File: src/include/sadc_consts.svh
// Offsets, field positions, reset values and cycle counts of the converter control block.
`ifndef SADC_CONSTS_SVH
`define SADC_CONSTS_SVH
`define SADC_OFF_CTRL 10'h000
`define SADC_OFF_STAT 10'h001
`define SADC_IDX_RES_FIRST 10'h002
`define SADC_IDX_RES_LAST 10'h009
`define SADC_CTRL_RESET 32'h00000000
`define SADC_CTRL_MASK 32'h00ff7fff
`define SADC_F_MODE_HI 2
`define SADC_F_MODE_LO 0
`define SADC_F_CHAN_HI 5
`define SADC_F_CHAN_LO 3
`define SADC_F_START 6
`define SADC_F_EXT 7
`define SADC_F_RES10 8
`define SADC_F_SH 9
`define SADC_F_CLK_HI 11
`define SADC_F_CLK_LO 10
`define SADC_F_EXP_HI 13
`define SADC_F_EXP_LO 12
`define SADC_F_VREF 14
`define SADC_F_WGT_HI 23
`define SADC_F_WGT_LO 16
`define SADC_S_BUSY 0
`define SADC_S_IRQ 1
`define SADC_S_CH_HI 6
`define SADC_S_CH_LO 4
`define SADC_CYC_SH10 6'd33
`define SADC_CYC_SH8 6'd28
`define SADC_CYC_NS10 6'd59
`define SADC_CYC_NS8 6'd49
`define SADC_CYC_SAMPLE 6'd3
`define SADC_BITS10 6'd10
`define SADC_BITS8 6'd8
`define SADC_SAR_MSB 10'h200
`define SADC_SEL_EXP_FIRST 4'h8
`define SADC_SEL_EXP_SECOND 4'h9
`define SADC_RESP_OKAY 2'h0
`define SADC_RESP_SLVERR 2'h2
`endif

File: src/include/sadc_pkg.sv
// Types of the converter control block.
package sadc_pkg;
  typedef enum logic [2:0] {
    SADC_IDLE = 3'h1,
    SADC_ARMED = 3'h2,
    SADC_CONV = 3'h4
  } sadc_state_t;
  typedef enum logic [2:0] {
    SADC_ONESHOT = 3'h0,
    SADC_REPEAT = 3'h1,
    SADC_SWEEP_ONCE = 3'h2,
    SADC_SWEEP_REP0 = 3'h3,
    SADC_SWEEP_REP1 = 3'h4
  } sadc_mode_t;
  typedef enum logic [1:0] {
    SADC_EXP_NONE = 2'h0,
    SADC_EXP_FIRST = 2'h1,
    SADC_EXP_SECOND = 2'h2,
    SADC_EXP_OPAMP = 2'h3
  } sadc_exp_t;
endpackage : sadc_pkg

File: src/include/sadc_mem_if.sv
// Result memory port between the sequencer and the result store.
`timescale 1ns/10ps
`default_nettype none
interface sadc_mem_if;
  logic wr_en;
  logic [2:0] wr_addr;
  logic [9:0] wr_data;
  logic rd_en;
  logic [2:0] rd_addr;
  logic [9:0] rd_data;
  modport ctl (output wr_en, wr_addr, wr_data, rd_en, rd_addr, input rd_data);
  modport mem (input wr_en, wr_addr, wr_data, rd_en, rd_addr, output rd_data);
endinterface : sadc_mem_if
`default_nettype wire

File: src/rtl/sadc_clkdiv.sv
// Operation clock tick generator with divide-by-1, 2 and 4.
`timescale 1ns/10ps
`default_nettype none
module sadc_clkdiv (
  // Clock and reset.
  input wire logic i_clk,
  input wire logic i_rst_n,
  // Control.
  input wire logic [1:0] i_sel,
  input wire logic i_restart,
  // Tick.
  output logic o_tick
);
  logic [1:0] cnt_ff;
  logic nxt_tick;

  always_comb begin
    if (i_restart) begin
      nxt_tick = 1'b0;
    end else if (i_sel[1]) begin
      nxt_tick = 1'b1;
    end else if (i_sel[0]) begin
      nxt_tick = cnt_ff[0];
    end else begin
      nxt_tick = (cnt_ff == 2'h3);
    end
  end

  always_ff @(posedge i_clk or negedge i_rst_n) begin
    if (!i_rst_n) begin
      cnt_ff <= 2'h0;
    end else if (i_restart) begin
      cnt_ff <= 2'h0;
    end else begin
      cnt_ff <= cnt_ff + 2'h1;
    end
  end

  always_ff @(posedge i_clk or negedge i_rst_n) begin
    if (!i_rst_n) begin
      o_tick <= 1'b0;
    end else begin
      o_tick <= nxt_tick;
    end
  end
endmodule : sadc_clkdiv
`default_nettype wire

File: src/rtl/sadc_mem.sv
// Eight-word store of conversion results with registered read data.
`timescale 1ns/10ps
`default_nettype none
module sadc_mem (
  // Clock and reset.
  input wire logic i_clk,
  input wire logic i_rst_n,
  // Memory port.
  sadc_mem_if.mem mp
);
  logic [9:0] mem_ff [0:7];

  always_ff @(posedge i_clk) begin
    if (mp.wr_en) begin
      mem_ff[mp.wr_addr] <= mp.wr_data;
    end
  end

  always_ff @(posedge i_clk or negedge i_rst_n) begin
    if (!i_rst_n) begin
      mp.rd_data <= 10'h000;
    end else if (mp.rd_en) begin
      mp.rd_data <= mem_ff[mp.rd_addr];
    end
  end
endmodule : sadc_mem
`default_nettype wire

File: src/rtl/sadc_top.sv
// Successive-approximation converter sequencer with its AXI4-Lite register slave.
`timescale 1ns/10ps
`default_nettype none
`include "sadc_consts.svh"
module sadc_top (
  // Clock and reset.
  input wire logic I_SYS_CLK,
  input wire logic I_RST_N,
  // AXI4-Lite write channels.
  input wire logic I_AWVALID,
  output logic O_AWREADY,
  input wire logic [11:0] I_AWADDR,
  input wire logic I_WVALID,
  output logic O_WREADY,
  input wire logic [31:0] I_WDATA,
  input wire logic [3:0] I_WSTRB,
  output logic O_BVALID,
  input wire logic I_BREADY,
  output logic [1:0] O_BRESP,
  // AXI4-Lite read channels.
  input wire logic I_ARVALID,
  output logic O_ARREADY,
  input wire logic [11:0] I_ARADDR,
  output logic O_RVALID,
  input wire logic I_RREADY,
  output logic [31:0] O_RDATA,
  output logic [1:0] O_RRESP,
  // Trigger pin and analog front end.
  input wire logic I_EXT_TRIGGER_PIN,
  input wire logic I_CMP_HIGH,
  output logic [3:0] O_INPUT_SEL,
  output logic [9:0] O_DAC_CODE,
  output logic O_SAMPLE,
  output logic O_OPAMP_ROUTE,
  output logic O_VREF_CONNECT,
  output logic O_BUSY
);
  logic [31:0] ctrl_ff;
  logic irq_ff;
  sadc_pkg::sadc_state_t state_ff, nxt_state;
  sadc_pkg::sadc_mode_t mode;
  sadc_pkg::sadc_exp_t exp_sel;
  logic [5:0] cyc_ff, total, bstart, tcnt_ff;
  logic [9:0] sar_ff, mask_ff, dec;
  logic [2:0] cur_ch_ff, last_ch, first_ch, next_ch;
  logic wdup_ff, res10, sh_en, ext, start, tick, done, run_end, go_conv, trig_fall;
  logic [2:0] trig_sync_ff, cmp_sync_ff;
  logic trig_ff, cmp_ff, cmp_now, awr_ff, arr_ff, rpend_ff, wr_ctrl, wr_stat;
  logic [9:0] waddr, raddr_ff;
  sadc_mem_if mif ();

  ////////////////////////////////////////////////////////////////////////////
  // Field decode and conversion length.
  assign mode = sadc_pkg::sadc_mode_t'(ctrl_ff[`SADC_F_MODE_HI:`SADC_F_MODE_LO]);
  assign exp_sel = sadc_pkg::sadc_exp_t'(ctrl_ff[`SADC_F_EXP_HI:`SADC_F_EXP_LO]);
  assign last_ch = ctrl_ff[`SADC_F_CHAN_HI:`SADC_F_CHAN_LO];
  assign res10 = ctrl_ff[`SADC_F_RES10];
  assign sh_en = ctrl_ff[`SADC_F_SH];
  assign ext = ctrl_ff[`SADC_F_EXT];
  assign start = ctrl_ff[`SADC_F_START];
  assign first_ch = (mode == sadc_pkg::SADC_ONESHOT || mode == sadc_pkg::SADC_REPEAT) ? last_ch : 3'h0;
  assign next_ch = (cur_ch_ff == last_ch) ? 3'h0 : cur_ch_ff + 3'h1;

  always_comb begin
    case ({res10, sh_en})
      2'b11: total = `SADC_CYC_SH10;
      2'b01: total = `SADC_CYC_SH8;
      2'b10: total = `SADC_CYC_NS10;
      default: total = `SADC_CYC_NS8;
    endcase
  end
  assign bstart = total - (res10 ? `SADC_BITS10 : `SADC_BITS8) - 6'd1;

  assign trig_fall = trig_ff && (trig_sync_ff[1] == trig_sync_ff[2]) && !trig_sync_ff[2];
  assign done = (state_ff == sadc_pkg::SADC_CONV) && tick && (cyc_ff == total - 6'd1);
  assign run_end = done && (mode == sadc_pkg::SADC_ONESHOT
                   || (mode == sadc_pkg::SADC_SWEEP_ONCE && cur_ch_ff == last_ch));
  assign go_conv = (nxt_state == sadc_pkg::SADC_CONV && state_ff != sadc_pkg::SADC_CONV)
                   || (state_ff == sadc_pkg::SADC_CONV && start && ext && trig_fall);
  // comparator counts once the last two stages agree.
  assign cmp_now = (cmp_sync_ff[1] == cmp_sync_ff[2]) ? cmp_sync_ff[2] : cmp_ff;
  assign dec = cmp_now ? sar_ff : (sar_ff & ~mask_ff);

  ////////////////////////////////////////////////////////////////////////////
  // Sequencer state.
  always_comb begin
    nxt_state = state_ff;
    case (state_ff)
      sadc_pkg::SADC_IDLE: begin
        if (start) begin
          nxt_state = ext ? sadc_pkg::SADC_ARMED : sadc_pkg::SADC_CONV;
        end
      end
      sadc_pkg::SADC_ARMED: begin
        if (!start) begin
          nxt_state = sadc_pkg::SADC_IDLE;
        end else if (trig_fall || !ext) begin
          nxt_state = sadc_pkg::SADC_CONV;
        end
      end
      sadc_pkg::SADC_CONV: begin
        if (!start) begin
          nxt_state = sadc_pkg::SADC_IDLE;
        end else if (run_end) begin
          nxt_state = ext ? sadc_pkg::SADC_ARMED : sadc_pkg::SADC_IDLE;
        end
      end
      default: nxt_state = sadc_pkg::SADC_IDLE;
    endcase
  end

  always_ff @(posedge I_SYS_CLK or negedge I_RST_N) begin
    if (!I_RST_N) begin
      state_ff <= sadc_pkg::SADC_IDLE;
    end else begin
      state_ff <= nxt_state;
    end
  end

  ////////////////////////////////////////////////////////////////////////////
  // Successive approximation and channel stepping.
  always_ff @(posedge I_SYS_CLK or negedge I_RST_N) begin
    if (!I_RST_N) begin
      cyc_ff <= 6'h00;
      sar_ff <= 10'h000;
      mask_ff <= 10'h000;
      O_DAC_CODE <= 10'h000;
      cur_ch_ff <= 3'h0;
      wdup_ff <= 1'b0;
    end else if (go_conv) begin
      cyc_ff <= 6'h00;
      sar_ff <= 10'h000;
      mask_ff <= 10'h000;
      O_DAC_CODE <= 10'h000;
      cur_ch_ff <= first_ch;
      wdup_ff <= 1'b0;
    end else if (state_ff == sadc_pkg::SADC_CONV && tick) begin
      if (done) begin
        cyc_ff <= 6'h00;
        sar_ff <= 10'h000;
        mask_ff <= 10'h000;
        O_DAC_CODE <= 10'h000;
        case (mode)
          sadc_pkg::SADC_SWEEP_ONCE, sadc_pkg::SADC_SWEEP_REP0: cur_ch_ff <= next_ch;
          sadc_pkg::SADC_SWEEP_REP1: begin
            if (ctrl_ff[`SADC_F_WGT_LO + 32'(cur_ch_ff)] && !wdup_ff) begin
              wdup_ff <= 1'b1;
            end else begin
              wdup_ff <= 1'b0;
              cur_ch_ff <= next_ch;
            end
          end
          default: cur_ch_ff <= cur_ch_ff;
        endcase
      end else begin
        cyc_ff <= cyc_ff + 6'd1;
        if (cyc_ff == bstart) begin
          sar_ff <= `SADC_SAR_MSB;
          mask_ff <= `SADC_SAR_MSB;
          O_DAC_CODE <= `SADC_SAR_MSB;
        end else if (cyc_ff > bstart) begin
          sar_ff <= dec | (mask_ff >> 1);
          O_DAC_CODE <= dec | (mask_ff >> 1);
          mask_ff <= mask_ff >> 1;
        end
      end
    end
  end

  assign mif.wr_en = done;
  assign mif.wr_addr = cur_ch_ff;
  assign mif.wr_data = dec;
  assign mif.rd_en = arr_ff;
  assign mif.rd_addr = 3'(I_ARADDR[5:2] - 4'h2);

  sadc_mem u_mem (
    .i_clk(I_SYS_CLK),
    .i_rst_n(I_RST_N),
    .mp(mif.mem)
  );

  // operation clock from the main clock.
  sadc_clkdiv u_div (
    .i_clk(I_SYS_CLK),
    .i_rst_n(I_RST_N),
    .i_sel(ctrl_ff[`SADC_F_CLK_HI:`SADC_F_CLK_LO]),
    .i_restart(go_conv),
    .o_tick(tick)
  );

  ////////////////////////////////////////////////////////////////////////////
  // Pin synchronisers.
  always_ff @(posedge I_SYS_CLK or negedge I_RST_N) begin
    if (!I_RST_N) begin
      trig_sync_ff <= 3'h7;
      cmp_sync_ff <= 3'h0;
      trig_ff <= 1'b1;
      cmp_ff <= 1'b0;
    end else begin
      trig_sync_ff <= {trig_sync_ff[1:0], I_EXT_TRIGGER_PIN};
      cmp_sync_ff <= {cmp_sync_ff[1:0], I_CMP_HIGH};
      if (trig_sync_ff[1] == trig_sync_ff[2]) begin
        trig_ff <= trig_sync_ff[2];
      end
      if (cmp_sync_ff[1] == cmp_sync_ff[2]) begin
        cmp_ff <= cmp_sync_ff[2];
      end
    end
  end

  ////////////////////////////////////////////////////////////////////////////
  // Front-end outputs.
  always_ff @(posedge I_SYS_CLK or negedge I_RST_N) begin
    if (!I_RST_N) begin
      O_INPUT_SEL <= 4'h0;
      O_SAMPLE <= 1'b0;
      O_OPAMP_ROUTE <= 1'b0;
      O_VREF_CONNECT <= 1'b0;
      O_BUSY <= 1'b0;
    end else begin
      case (exp_sel)
        sadc_pkg::SADC_EXP_FIRST: O_INPUT_SEL <= `SADC_SEL_EXP_FIRST;
        sadc_pkg::SADC_EXP_SECOND: O_INPUT_SEL <= `SADC_SEL_EXP_SECOND;
        default: O_INPUT_SEL <= {1'b0, cur_ch_ff};
      endcase
      O_SAMPLE <= (state_ff == sadc_pkg::SADC_CONV) && sh_en && !go_conv && (cyc_ff < `SADC_CYC_SAMPLE);
      O_OPAMP_ROUTE <= (exp_sel == sadc_pkg::SADC_EXP_OPAMP);
      O_VREF_CONNECT <= ctrl_ff[`SADC_F_VREF];
      O_BUSY <= (nxt_state == sadc_pkg::SADC_CONV);
    end
  end

  ////////////////////////////////////////////////////////////////////////////
  // Register writes.
  assign waddr = I_AWADDR[11:2];
  assign wr_ctrl = awr_ff && (waddr == `SADC_OFF_CTRL);
  assign wr_stat = awr_ff && (waddr == `SADC_OFF_STAT);

  always_ff @(posedge I_SYS_CLK or negedge I_RST_N) begin
    if (!I_RST_N) begin
      ctrl_ff <= `SADC_CTRL_RESET;
    end else if (wr_ctrl) begin
      // software sets the start flag; its set wins over a hardware clear.
      for (int b = 0; b < 4; b++) begin
        if (I_WSTRB[b]) begin
          ctrl_ff[8*b +: 8] <= I_WDATA[8*b +: 8] & 8'(`SADC_CTRL_MASK >> (8*b));
        end
      end
    end else if (run_end && !ext) begin
      ctrl_ff[`SADC_F_START] <= 1'b0;
    end
  end

  always_ff @(posedge I_SYS_CLK or negedge I_RST_N) begin
    if (!I_RST_N) begin
      irq_ff <= 1'b0;
    end else if (run_end) begin
      irq_ff <= 1'b1;
    end else if (wr_stat && I_WSTRB[0] && I_WDATA[`SADC_S_IRQ]) begin
      irq_ff <= 1'b0;
    end
  end

  always_ff @(posedge I_SYS_CLK or negedge I_RST_N) begin
    if (!I_RST_N) begin
      awr_ff <= 1'b0;
      O_BVALID <= 1'b0;
      O_BRESP <= `SADC_RESP_OKAY;
    end else begin
      awr_ff <= !awr_ff && !O_BVALID && I_AWVALID && I_WVALID;
      if (awr_ff) begin
        O_BVALID <= 1'b1;
        O_BRESP <= (wr_ctrl || wr_stat) ? `SADC_RESP_OKAY : `SADC_RESP_SLVERR;
      end else if (I_BREADY) begin
        O_BVALID <= 1'b0;
      end
    end
  end
  assign O_AWREADY = awr_ff;
  assign O_WREADY = awr_ff;

  ////////////////////////////////////////////////////////////////////////////
  // Register reads.
  always_ff @(posedge I_SYS_CLK or negedge I_RST_N) begin
    if (!I_RST_N) begin
      arr_ff <= 1'b0;
      rpend_ff <= 1'b0;
      raddr_ff <= 10'h000;
      O_RVALID <= 1'b0;
      O_RDATA <= 32'h00000000;
      O_RRESP <= `SADC_RESP_OKAY;
    end else begin
      arr_ff <= !arr_ff && !rpend_ff && !O_RVALID && I_ARVALID;
      rpend_ff <= arr_ff;
      if (arr_ff) begin
        raddr_ff <= I_ARADDR[11:2];
      end
      if (rpend_ff) begin
        O_RVALID <= 1'b1;
        O_RRESP <= `SADC_RESP_OKAY;
        if (raddr_ff == `SADC_OFF_CTRL) begin
          O_RDATA <= ctrl_ff;
        end else if (raddr_ff == `SADC_OFF_STAT) begin
          O_RDATA <= {25'h0000000, cur_ch_ff, 2'h0, irq_ff, O_BUSY};
        end else if (raddr_ff >= `SADC_IDX_RES_FIRST && raddr_ff <= `SADC_IDX_RES_LAST) begin
          O_RDATA <= {22'h000000, mif.rd_data};
        end else begin
          O_RDATA <= 32'h00000000;
          O_RRESP <= `SADC_RESP_SLVERR;
        end
      end else if (I_RREADY) begin
        O_RVALID <= 1'b0;
      end
    end
  end
  assign O_ARREADY = arr_ff;

  ////////////////////////////////////////////////////////////////////////////
  // Checks.
  always_ff @(posedge I_SYS_CLK or negedge I_RST_N) begin
    if (!I_RST_N) begin
      tcnt_ff <= 6'h00;
    end else if (go_conv || done) begin
      tcnt_ff <= 6'h00;
    end else if (state_ff == sadc_pkg::SADC_CONV && tick) begin
      tcnt_ff <= tcnt_ff + 6'd1;
    end
  end
endmodule : sadc_top
`default_nettype wire

File: config.mk
export PLATFORM = sky130hd
export DESIGN_NAME = sadc_top
export DESIGN_NICKNAME = d
export VERILOG_FILES = /design/src/include/sadc_pkg.sv /design/src/include/sadc_mem_if.sv /design/src/rtl/sadc_clkdiv.sv /design/src/rtl/sadc_mem.sv /design/src/rtl/sadc_top.sv
export VERILOG_INCLUDE_DIRS = /design/src /design/src/include
export SDC_FILE = /design/constraint.sdc
export NUM_CORES = 1
export LEC_CHECK = 0
export ABC_AREA = 1
export BUFFER_PORTS_ARGS = -buffer_cell sky130_fd_sc_hd__buf_2
export CORE_MARGIN = 4
export CORE_UTILIZATION = 35
export DETAILED_ROUTE_END_ITERATION = 8
export SETUP_SLACK_MARGIN = 0.3
export SYNTH_ARGS = -nofsm -noshare
export SYNTH_HDL_FRONTEND = slang
export SYNTH_SLANG_ARGS = --single-unit
File: constraint.sdc
create_clock -name I_SYS_CLK -period 2.6 [get_ports I_SYS_CLK]
set_input_delay 0.13 -clock I_SYS_CLK [delete_from_list [all_inputs] [get_ports I_SYS_CLK]]
set_output_delay 0.13 -clock I_SYS_CLK [all_outputs]
set_load 0.01 [all_outputs]
### Yosys cells after proc, flatten, opt, wreduce, memory -nomap -nowiden

Memory sizes are Yosys's and may differ from the RTL's. A register that Yosys moved wholly into a read port is not among the register bits.
Index checks and enable logic that the tools add are counted.

* register bits: 127
* RAM bits: 80
* input port bits: 69
* output and inout port bits: 59
* word-level logic and storage cells: 196
* memories: 1

Memories
* u_mem.mem_ff: depth 8, bits a word 10, rd ports 1, clocked after Yosys merged registers in 1, wr ports 1, line sadc_mem.sv:11 `logic [9:0] mem_ff [0:7];`

* add/subtract/negate cells: 8
* $lt $le $gt $ge: 5
* equal/unequal tests: 25
* muxes and demuxes: 62
* bitwise logic cells: 3
* reductions and logical operators: 61

Operator list (count)
* 10-bit 2-to-1 mux: 13
* 3-bit 2-to-1 mux: 12
* 1-bit logical AND: 26
* 24-bit 2-to-1 mux: 1
* 10-bit by 1-bit == test with 1-bit output (second input constant): 2
* 10-bit logical NOT: 2
* 1-bit 2-to-1 mux: 20
* 6-bit 2-to-1 mux: 3
* 6-bit case mux with 3 select lines: 1
* 2-bit 2-to-1 mux: 7
* 2-bit nonzero test: 7
* 6-bit == test: 2
* 6-bit by 1-bit subtractor with 6-bit output (second input constant): 2
* 10-bit AND: 1
* 2-bit == test (second input constant): 5
* 10-bit by 2-bit >= comparator with 1-bit output (second input constant): 1
* 10-bit by 4-bit <= comparator with 1-bit output (second input constant): 1
* 1-bit logical NOT: 10
* 10-bit NOT: 1
* 10-bit by 9-bit OR with 10-bit output: 1
* 2-bit AND reduction: 5
* 3-bit by 2-bit == test with 1-bit output (second input constant): 3
* 3-bit == test (second input constant): 3
* 3-bit case mux with 3 select lines: 1
* 26 further kinds: 34

### Longest topological paths before layout

Gate-level depths: netlist of the first run.

* depth in word-level cells: 15
* mapped depth: 14
* mapped depth without buffers: 13

### By module

Synthesis of the first run repeated with hierarchy kept, for this count alone.

* cells, all modules: 1049
* area, all modules: 9801.9 um^2

By module, submodules not included
* sadc_top: times used 1, cells an instance 668, area an instance 5845.6 um^2, seq. area each 2834.0 um^2
* sadc_mem: times used 1, cells an instance 366, area an instance 3826.2 um^2, seq. area each 2652.5 um^2
* sadc_clkdiv: times used 1, cells an instance 15, area an instance 130.1 um^2, seq. area each 75.1 um^2

### Worst setup path after synthesis of the first run

OpenSTA, ideal clock, no wires.

* kind: register -> register
* start: reg ctrl_ff[8]
* end: mem u_mem.mem_ff[2][0], enable pin
* library setup time: 0.390 ns
* arrival time: 2.369 ns
* data required time: 2.210 ns
* slack: -0.159 ns
* cell stages (with the launch flop): 10
* path buffers: 0
* clock period less this slack: 2.759 ns
* path through: dfrtp_1 > inv_1 > ha_1 > ha_1 > nand2_1 > nor2_1 > nand3_2 > nor2_8 > nand2_1 > nor3_1

* cells in the longest elaborated chain, start to end: 7
* elaborated cells between the ends (all ways): 9
* those cells by class: add/sub: 1; eq/ne: 4; mux: 3; reduce/logical: 1

RTL lines
* start: declaration: line sadc_top.sv:38 `logic [31:0] ctrl_ff;`
* start signal: assignment: line sadc_top.sv:241 `` ctrl_ff <= `SADC_CTRL_RESET; ``
* start signal: indexed assignment: line sadc_top.sv:246 `` ctrl_ff[8*b +: 8] <= I_WDATA[8*b +: 8] & 8'(`SADC_CTRL_MASK >> (8*b)); ``
* 2-bit == test or 2-bit by 1-bit == test with 1-bit output (tied branches): line sadc_top.sv:65 `case ({res10, sh_en})`
* 6-bit case mux with 3 select lines (*): line sadc_top.sv:65
* 6-bit by 1-bit subtractor with 6-bit output (*): line sadc_top.sv:75 `assign done = (state_ff == sadc_pkg::SADC_CONV) && tick && (cyc_ff == total - 6'd1);`
* 6-bit == test (*): line sadc_top.sv:75
* 1-bit logical AND (*): line sadc_top.sv:75
* 1-bit 2-to-1 mux (*): line sadc_mem.sv:14 `if (mp.wr_en) begin`
* 1-bit 2-to-1 mux (not written as such) (*): line sadc_mem.sv:15 `mem_ff[mp.wr_addr] <= mp.wr_data;`
* end: declaration: line sadc_mem.sv:11

Every way passes the cells marked *; elsewhere a longest branch is shown, timed or not.

### Worst setup path in the final report of the first run

* start: in I_AWADDR[10]
* end: reg ctrl_ff[6]

* cells in the longest elaborated chain, start to end: 4
* elaborated cells between the ends (all ways): 6
* those cells by class: eq/ne: 1; mux: 1; reduce/logical: 4

RTL lines
* start: declaration: line sadc_top.sv:12 `input wire logic [11:0] I_AWADDR,`
* 10-bit logical NOT (no source line) (*)
* 1-bit logical AND (*): line sadc_top.sv:236 `` assign wr_ctrl = awr_ff && (waddr == `SADC_OFF_CTRL); ``
* 2-bit inequality test (no source line) or 2-bit nonzero test (tied branches)
* 2-bit AND reduction (no source line)

Marked as above.
A chain may end at the register's enable or synchronous reset.

==> run summary, run 1 <==
Reg2Reg Capture Point: u_mem.mem_ff[4][9]$_DFFE_PP_
first-pass GRT wire length: 36.15 mm
gr usage total: 0.1530
Pwr per Cell Area: 715.2 nW/um2
most frequent cells in the layout: nand2_1, dfrtp_1, buf_2
Adder-Cell Fraction of Synth Area: 0.02277
Inserted Diodes: 0
gpl congestion: 0.8179
main combinational cell family by area after synthesis: simple AND/OR/NAND/NOR gates
Comb power frac: 0.151
critical path class: input pin to register
Cell variety after synth: 44
Slew Limit Headroom: 0.4898
Initial DRC Count: 485
Final period util: 0.8477
vias per std cell: 4.778
sequential share of power: 0.471
Worst path slowest cell: dlygate4sd3_1
core area: 26130 um2
worst-path fanout max: 3
Max Freq: 453.7 MHz
Worst Setup EP: ctrl_ff[6]$_DFFE_PN0P_
synth warn: 0
Critical Path RT: 3.03 ns
proportion of synthesized area in mux cells: 0
XOR/XNOR share of the synthesized area: 0.005625
CTS Buf Count: 23
Synth top area share: 0.3241
DIE AREA: 29370 um2
commonest non-fill, non-tap cell in the layout: nand2_1
Worst path max stage delay: 0.63 ns
Nets: 1213
clk buf depth: 3
Leakage: 5.492 nW
most numerous cell on the critical path: dlygate4sd3_1
Setup crit end kind: register
final setup vio count: 0
max-slew violation count: 0
unrepaired setup endpoints after global routing: yes
reg2reg start: ctrl_ff[9]$_DFFE_PN0P_
Critical path origin: I_AWADDR[10]
vias in the first global route: 6814
Clock Latency Late Sink: 0.51 ns
die height: 171.4 um
Max VDD drop: 377.9 uV
Post-Syn Area per Cell: 9.752 um2
Hold Fails Final Rpt: 0
dpl hpwl: 15.40 mm
top cells by area, synth: dfrtp_1, edfxtp_1, nand2_1, o21ai_0, nand3_1
Root Buffer: clkbuf_16
Setup crit start kind: input pin
Synth Area in Simple Gates: 0.2157
P&R area growth vs syn: 25.50%
cell count after synthesis: 958
grt met2 use: 0.2476
Cell Area, Synth: 9343 um2
top cell type by total area after synthesis: dfrtp_1
Post-Route WL: 22.71 mm
IO buf count: 102
# IOs: 128
skew final: 0.01380 ns
Rows: 59
share of post-route cells with drive strength above 1: 0.2080
GRT met1 Usage: 0.2178
TritonCTS clock tree: done
Final Critical Period: 2.204 ns
Clock power frac: 0.378
Pre-antenna DRT Iters: 5
Psw: 0.002323 W
Synth Area in Compound Gates: 0.09763
setup tns final: 0 ns
antenna viol nets, final: 0
Seq cells post-synth: 206
worst reg2reg path depth: 9
WL per Instance: 15.35 um
largest net degree at the start of global routing: 76
Sw Share: 0.2771
internal power: 0.006062 W
clock-pin slew on the worst setup and hold paths: 0.06 ns
Sink Count: 206
Max-Cap Viols: 0
Least-Margin Pin Slew: 0.7653 ns
initial antenna violation count: 0
part of the Yosys area used for sequential elements: 0.5953
status: finished, final reports clean
die width: 171.4 um
GR Util met3: 0.02183
total power draw: 0.008386 W
Post-route DRC: 0
H-tree levels: 1
crit-path cells: dlygate4sd3_1, buf_2, nor4_2, dlygate4sd3_1, o211ai_1, dlygate4sd3_1, a21oi_1
reg-to-reg slack, setup: 0.43 ns
Initial Util: 0.3575
gr ovfl total: 0
HP Class: input pin to register
Post-Route Utilization: 0.4487
vias: 7067
grt peak-use layer: met2
Critical Path AT: 2.64 ns
==> critical path, delay by kind of cell <==
kind / cells / cell delay [ns]
AND/OR/NAND/NOR: 1 / 0.37
buffers and inverters: 4 / 1.89
AO/OA/AOI/OAI: 2 / 0.24
==> state kept, by name, indices dropped and copies added, names as in the netlist, 2 cells and up <==
signal            flops
sar_ff               10
cyc_ff                6
O_INPUT_SEL           4
cmp_sync_ff           3
u_mem.mem_ff         80
u_div.cnt_ff          2
trig_sync_ff          3
ctrl_ff              23
state_ff              3
u_mem.mp.rd_data     10
raddr_ff             10
cur_ch_ff             3
O_RDATA              23
mask_ff              10
==> timing repair <==
action | CTS | global route
gates resized for setup | 3 | 7
gates cloned | 1 | 0
pin swaps | 3 | 4
buffers inserted | 5 | 3
endpoints found under the hold margin | 111 | 0
setup endpoints to repair | 99 | 70
hold buffers | 45 | 0
==> cell type report <==
cell class                      count  area [um2]
Inverter                           81       306.5
Timing Repair Buffer              179        1336
Tap cell                          335       419.2
Clock buffer                       32       659.4
Clock inverter                     10       90.09
Multi-Input combinational cell    636        3351
Fill cell                        2473       14410
Sequential cell                   206        5563
==> routing by layer <==
metal / share of wire / up-vias
li1: - / 3524
met1: 0.47 / 3350
met2: 0.46 / 163
met3: 0.044 / 30
met4: 0.022 / 0
met5: 0 / -
==> per-stage QoR <==
stage          cells  setup slack [ns]  hold WS, ns  instance area (um2)
6_report        1479            0.3959      0.04575                11730
5_1_grt         1479            0.2812      0.08545                11730
4_1_cts         1476            0.3054     0.006187                11670
3_5_place_dp    1383            0.1086       0.1986                10420
3_3_place_gp    1383            0.1888       0.2006                10420
2_1_floorplan    968            0.3110      -0.1656                 9453
==> power by group through the flow <==
stage / Combinational (W) / Clock [W] / Sequential [W]
2_1_floorplan: 0.000770 / 0 / 0.00398
3_3_place_gp: 0.00119 / 0 / 0.00400
3_5_place_dp: 0.00122 / 0 / 0.00400
4_1_cts: 0.00128 / 0.00325 / 0.00394
5_1_grt: 0.00145 / 0.00341 / 0.00398
6_report: 0.00127 / 0.00317 / 0.00395
==> kinds of logic (layout without fill, tap and decap cells) <==
logic type,count (synthesis),count (layout)
AO/OA/AOI/OAI,159,159
XOR/XNOR,6,6
adder cells (fa/ha/maj),17,17
buffers and inverters,127,302
flip-flops,206,206
other,1,11
AND/OR/NAND/NOR,442,443
==> cells in the mapped netlist (all sizes together) <==
master and count:
ha 17, o21bai 1, nand4 3, buf 26, o22ai 14, a31oi 7
a41oi 4, clkbuf 20, nand3 83, a21o 1, conb 1, or2 3
a21oi 15, nor3 11, o31ai 11, xnor2 3, inv 79, clkinv 2
nand3b 1, nor4 3, dfrtp 121, dfstp 5, o211ai 5, nor2 108
o21a 6, edfxtp 80, nand2 230, xor2 3, o21ai 95
==> worst min-delay path by stage <==
stage	slack (ns)	endpoint	start	cells past startpoint
final	0.05	O_BRESP[1]$_DFFE_PN0P_	I_AWADDR[3]	5
after CTS	0.006	O_BRESP[1]$_DFFE_PN0P_	I_AWADDR[5]	5
after global routing	0.09	O_BRESP[1]$_DFFE_PN0P_	I_AWADDR[3]	5
after global placement	0.20	cmp_sync_ff[0]$_DFF_PN0_	I_RST_N	1
after floorplan	-0.17	O_ARREADY$_DFF_PN0_	I_RST_N	0
after detailed placement	0.20	cmp_sync_ff[0]$_DFF_PN0_	I_RST_N	1
(Power assumes the default switching activity.)
==> inputs of run 2 (changes only) <==
clock period = 2.1 ns   (was 2.6 ns; I/O delays follow)
==> run summary, run 2 (same netlist as run 1, synthesis figures left out) <==
status: finished, violations left
failing checks: setup timing
P&R area growth vs syn: 35.54%
Final period util: 1.025
clk buf depth: 3
Setup crit start kind: register
vias in the first global route: 7105
Most flops, register: u_mem.mem_ff
internal power: 0.007731 W
Critical Path RT: 2.31 ns
Sw Share: 0.2744
Setup crit end kind: register
Post-route DRC: 0
FILL cells: 2350
clock-pin slew on the worst setup and hold paths: 0.06 ns
Psw: 0.002923 W
DIE AREA: 29370 um2
Critical Path AT: 2.36 ns
first-pass GRT wire length: 36.56 mm
Hold Fails Final Rpt: 0
gr ovfl total: 0
sequential share of power: 0.456
core area: 26130 um2
Pwr per Cell Area: 841.3 nW/um2
Leakage: 5.799 nW
vias: 7329
Slew Limit Headroom: 0.6533
Initial DRC Count: 448
Max-Cap Viols: 0
Post-Route WL: 24.08 mm
hold slack: 0.008344 ns
vias per std cell: 4.803
unrepaired setup endpoints after global routing: yes
top flop regs: u_mem.mem_ff: 80 flops, O_RDATA: 23 flops, ctrl_ff: 23 flops
placed insts: 1408
critical path class: register to register
max-slew violation count: 0
Final Critical Period: 2.153 ns
dpl hpwl: 15.61 mm
setup tns final: -1.103 ns
GR Util met3: 0.02413
H-tree levels: 1
Least-Margin Pin Slew: 0.5195 ns
most frequent cells in the layout: nand2_1, dfrtp_1, buf_2
Sink Count: 206
Clock Latency Late Sink: 0.50 ns
die width: 171.4 um
slack of the critical path: -0.05313 ns
final setup vio count: 37
grt met2 use: 0.2600
Clock power frac: 0.378
max reg flops: 80
Final Non-Filler Cells: 1526
Max Freq: 464.4 MHz
gpl congestion: 0.7975
Rows: 59
TritonCTS clock tree: done
skew final: 0.007161 ns
Nets: 1263
Pre-antenna DRT Iters: 5
WL per Instance: 15.78 um
share of post-route cells with drive strength above 1: 0.2897
Max VDD drop: 518.7 uV
worst-path fanout max: 10
Root Buffer: clkbuf_16
antenna viol nets, final: 0
largest net degree at the start of global routing: 57
commonest non-fill, non-tap cell in the layout: nand2_1
Inserted Diodes: 0
grt peak-use layer: met2
CTS Buf Count: 23
gr usage total: 0.1539
die height: 171.4 um
GRT met1 Usage: 0.2110
IO buf count: 102
HP Class: input pin to register
# IOs: 128
initial antenna violation count: 0
Initial Util: 0.3575
Comb power frac: 0.165
[run 2: cell types whose count changed in the layout (fill, tap and decap cells not counted), moves of 5 or more]
cell / before / now
buf_4: 21 / 43
nor2_1: 91 / 86
nand2_1: 216 / 199
buf_6: 2 / 19
ha_4: 1 / 6
nand2_2: 4 / 17
inv_1: 72 / 67
nor2_4: 3 / 10
nand3_2: 4 / 24
nand3_1: 79 / 55
[run 2: final cells by class]
cell class                      instances  area (um2)  area share
Timing Repair Buffer                  226        1836      0.1449
Clock inverter                         10       111.4    0.008794
Inverter                               81       316.6     0.02500
Clock buffer                           29       658.1     0.05197
Tap cell                              335       419.2     0.03310
Sequential cell                       206        5563      0.4393
Multi-Input combinational cell        639        3760      0.2969
[run 2: critical path, stage by stage, from the launching register on]
cell and delay [ns]:
dfrtp_1 0.40, inv_2 0.09, ha_4 0.19, ha_4 0.29, nand2_4 0.05, nor2_4 0.12, nand3_4 0.10, nor2_8 0.13
nand2_4 0.11, nor3_4 0.21, buf_12 0.16
[run 2: power by group through the flow]
stage / clock, W / sequential [W] / combinational [W]
finish: 0.00403 / 0.00486 / 0.00176
global route: 0.00431 / 0.00491 / 0.00197
CTS: 0.00413 / 0.00486 / 0.00170
detailed placement: 0 / 0.00493 / 0.00156
global placement: 0 / 0.00491 / 0.00154
floorplan: 0 / 0.00493 / 0.000965
[run 2: stage by stage]
stage	setup slack [ns]	area (um2)	util	total power, W
6_report	-0.05313	12660	0.4846	0.01065
5_1_grt	-0.1233	12660	0.4846	0.01119
4_1_cts	0.005306	12230	0.4681	0.01069
3_5_place_dp	-0.04119	10630	0.4066	0.006491
3_3_place_gp	0.001857	10630	0.4066	0.006459
2_1_floorplan	-0.08241	9487	-	0.005891
[run 2: path summary, 6_finish.rpt]
| kind | from | end | slack, ns | depth (start not counted) |
|---|---|---|---|---|
| worst max-delay path | ctrl_ff[8]$_DFFE_PN0P_ | u_mem.mem_ff[5][3]$_DFFE_PP_ | -0.05 | 10 |
| worst min-delay path | I_ARADDR[3] | raddr_ff[1]$_DFFE_PN0P_ | 0.008 | 3 |
| worst max register to register | ctrl_ff[8]$_DFFE_PN0P_ | u_mem.mem_ff[5][3]$_DFFE_PP_ | -0.05 | 10 |
| worst min register to register | cmp_sync_ff[0]$_DFF_PN0_ | cmp_sync_ff[1]$_DFF_PN0_ | 0.35 | 0 |
| max in group asynchronous | I_RST_N | u_mem.mp.rd_data[4]$_DFFE_PN0P_ | 1.35 | 3 |
| min in group asynchronous | I_RST_N | sar_ff[5]$_DFFE_PN0P_ | 0.03 | 2 |
[run 2: repair_timing]
item,in CTS,in global routing
hold endpoints to repair,160,0
gates resized for setup,47,66
cloned,3,4
pin swaps,18,24
hold buffers,48,0
setup buffers,11,13
setup endpoints to repair,111,121
[run 2: routing by layer]
layer	share of wire	wire length [um]
met5	0	0
met4	0.020	479
met3	0.051	1220
met2	0.48	11490
met1	0.45	10890
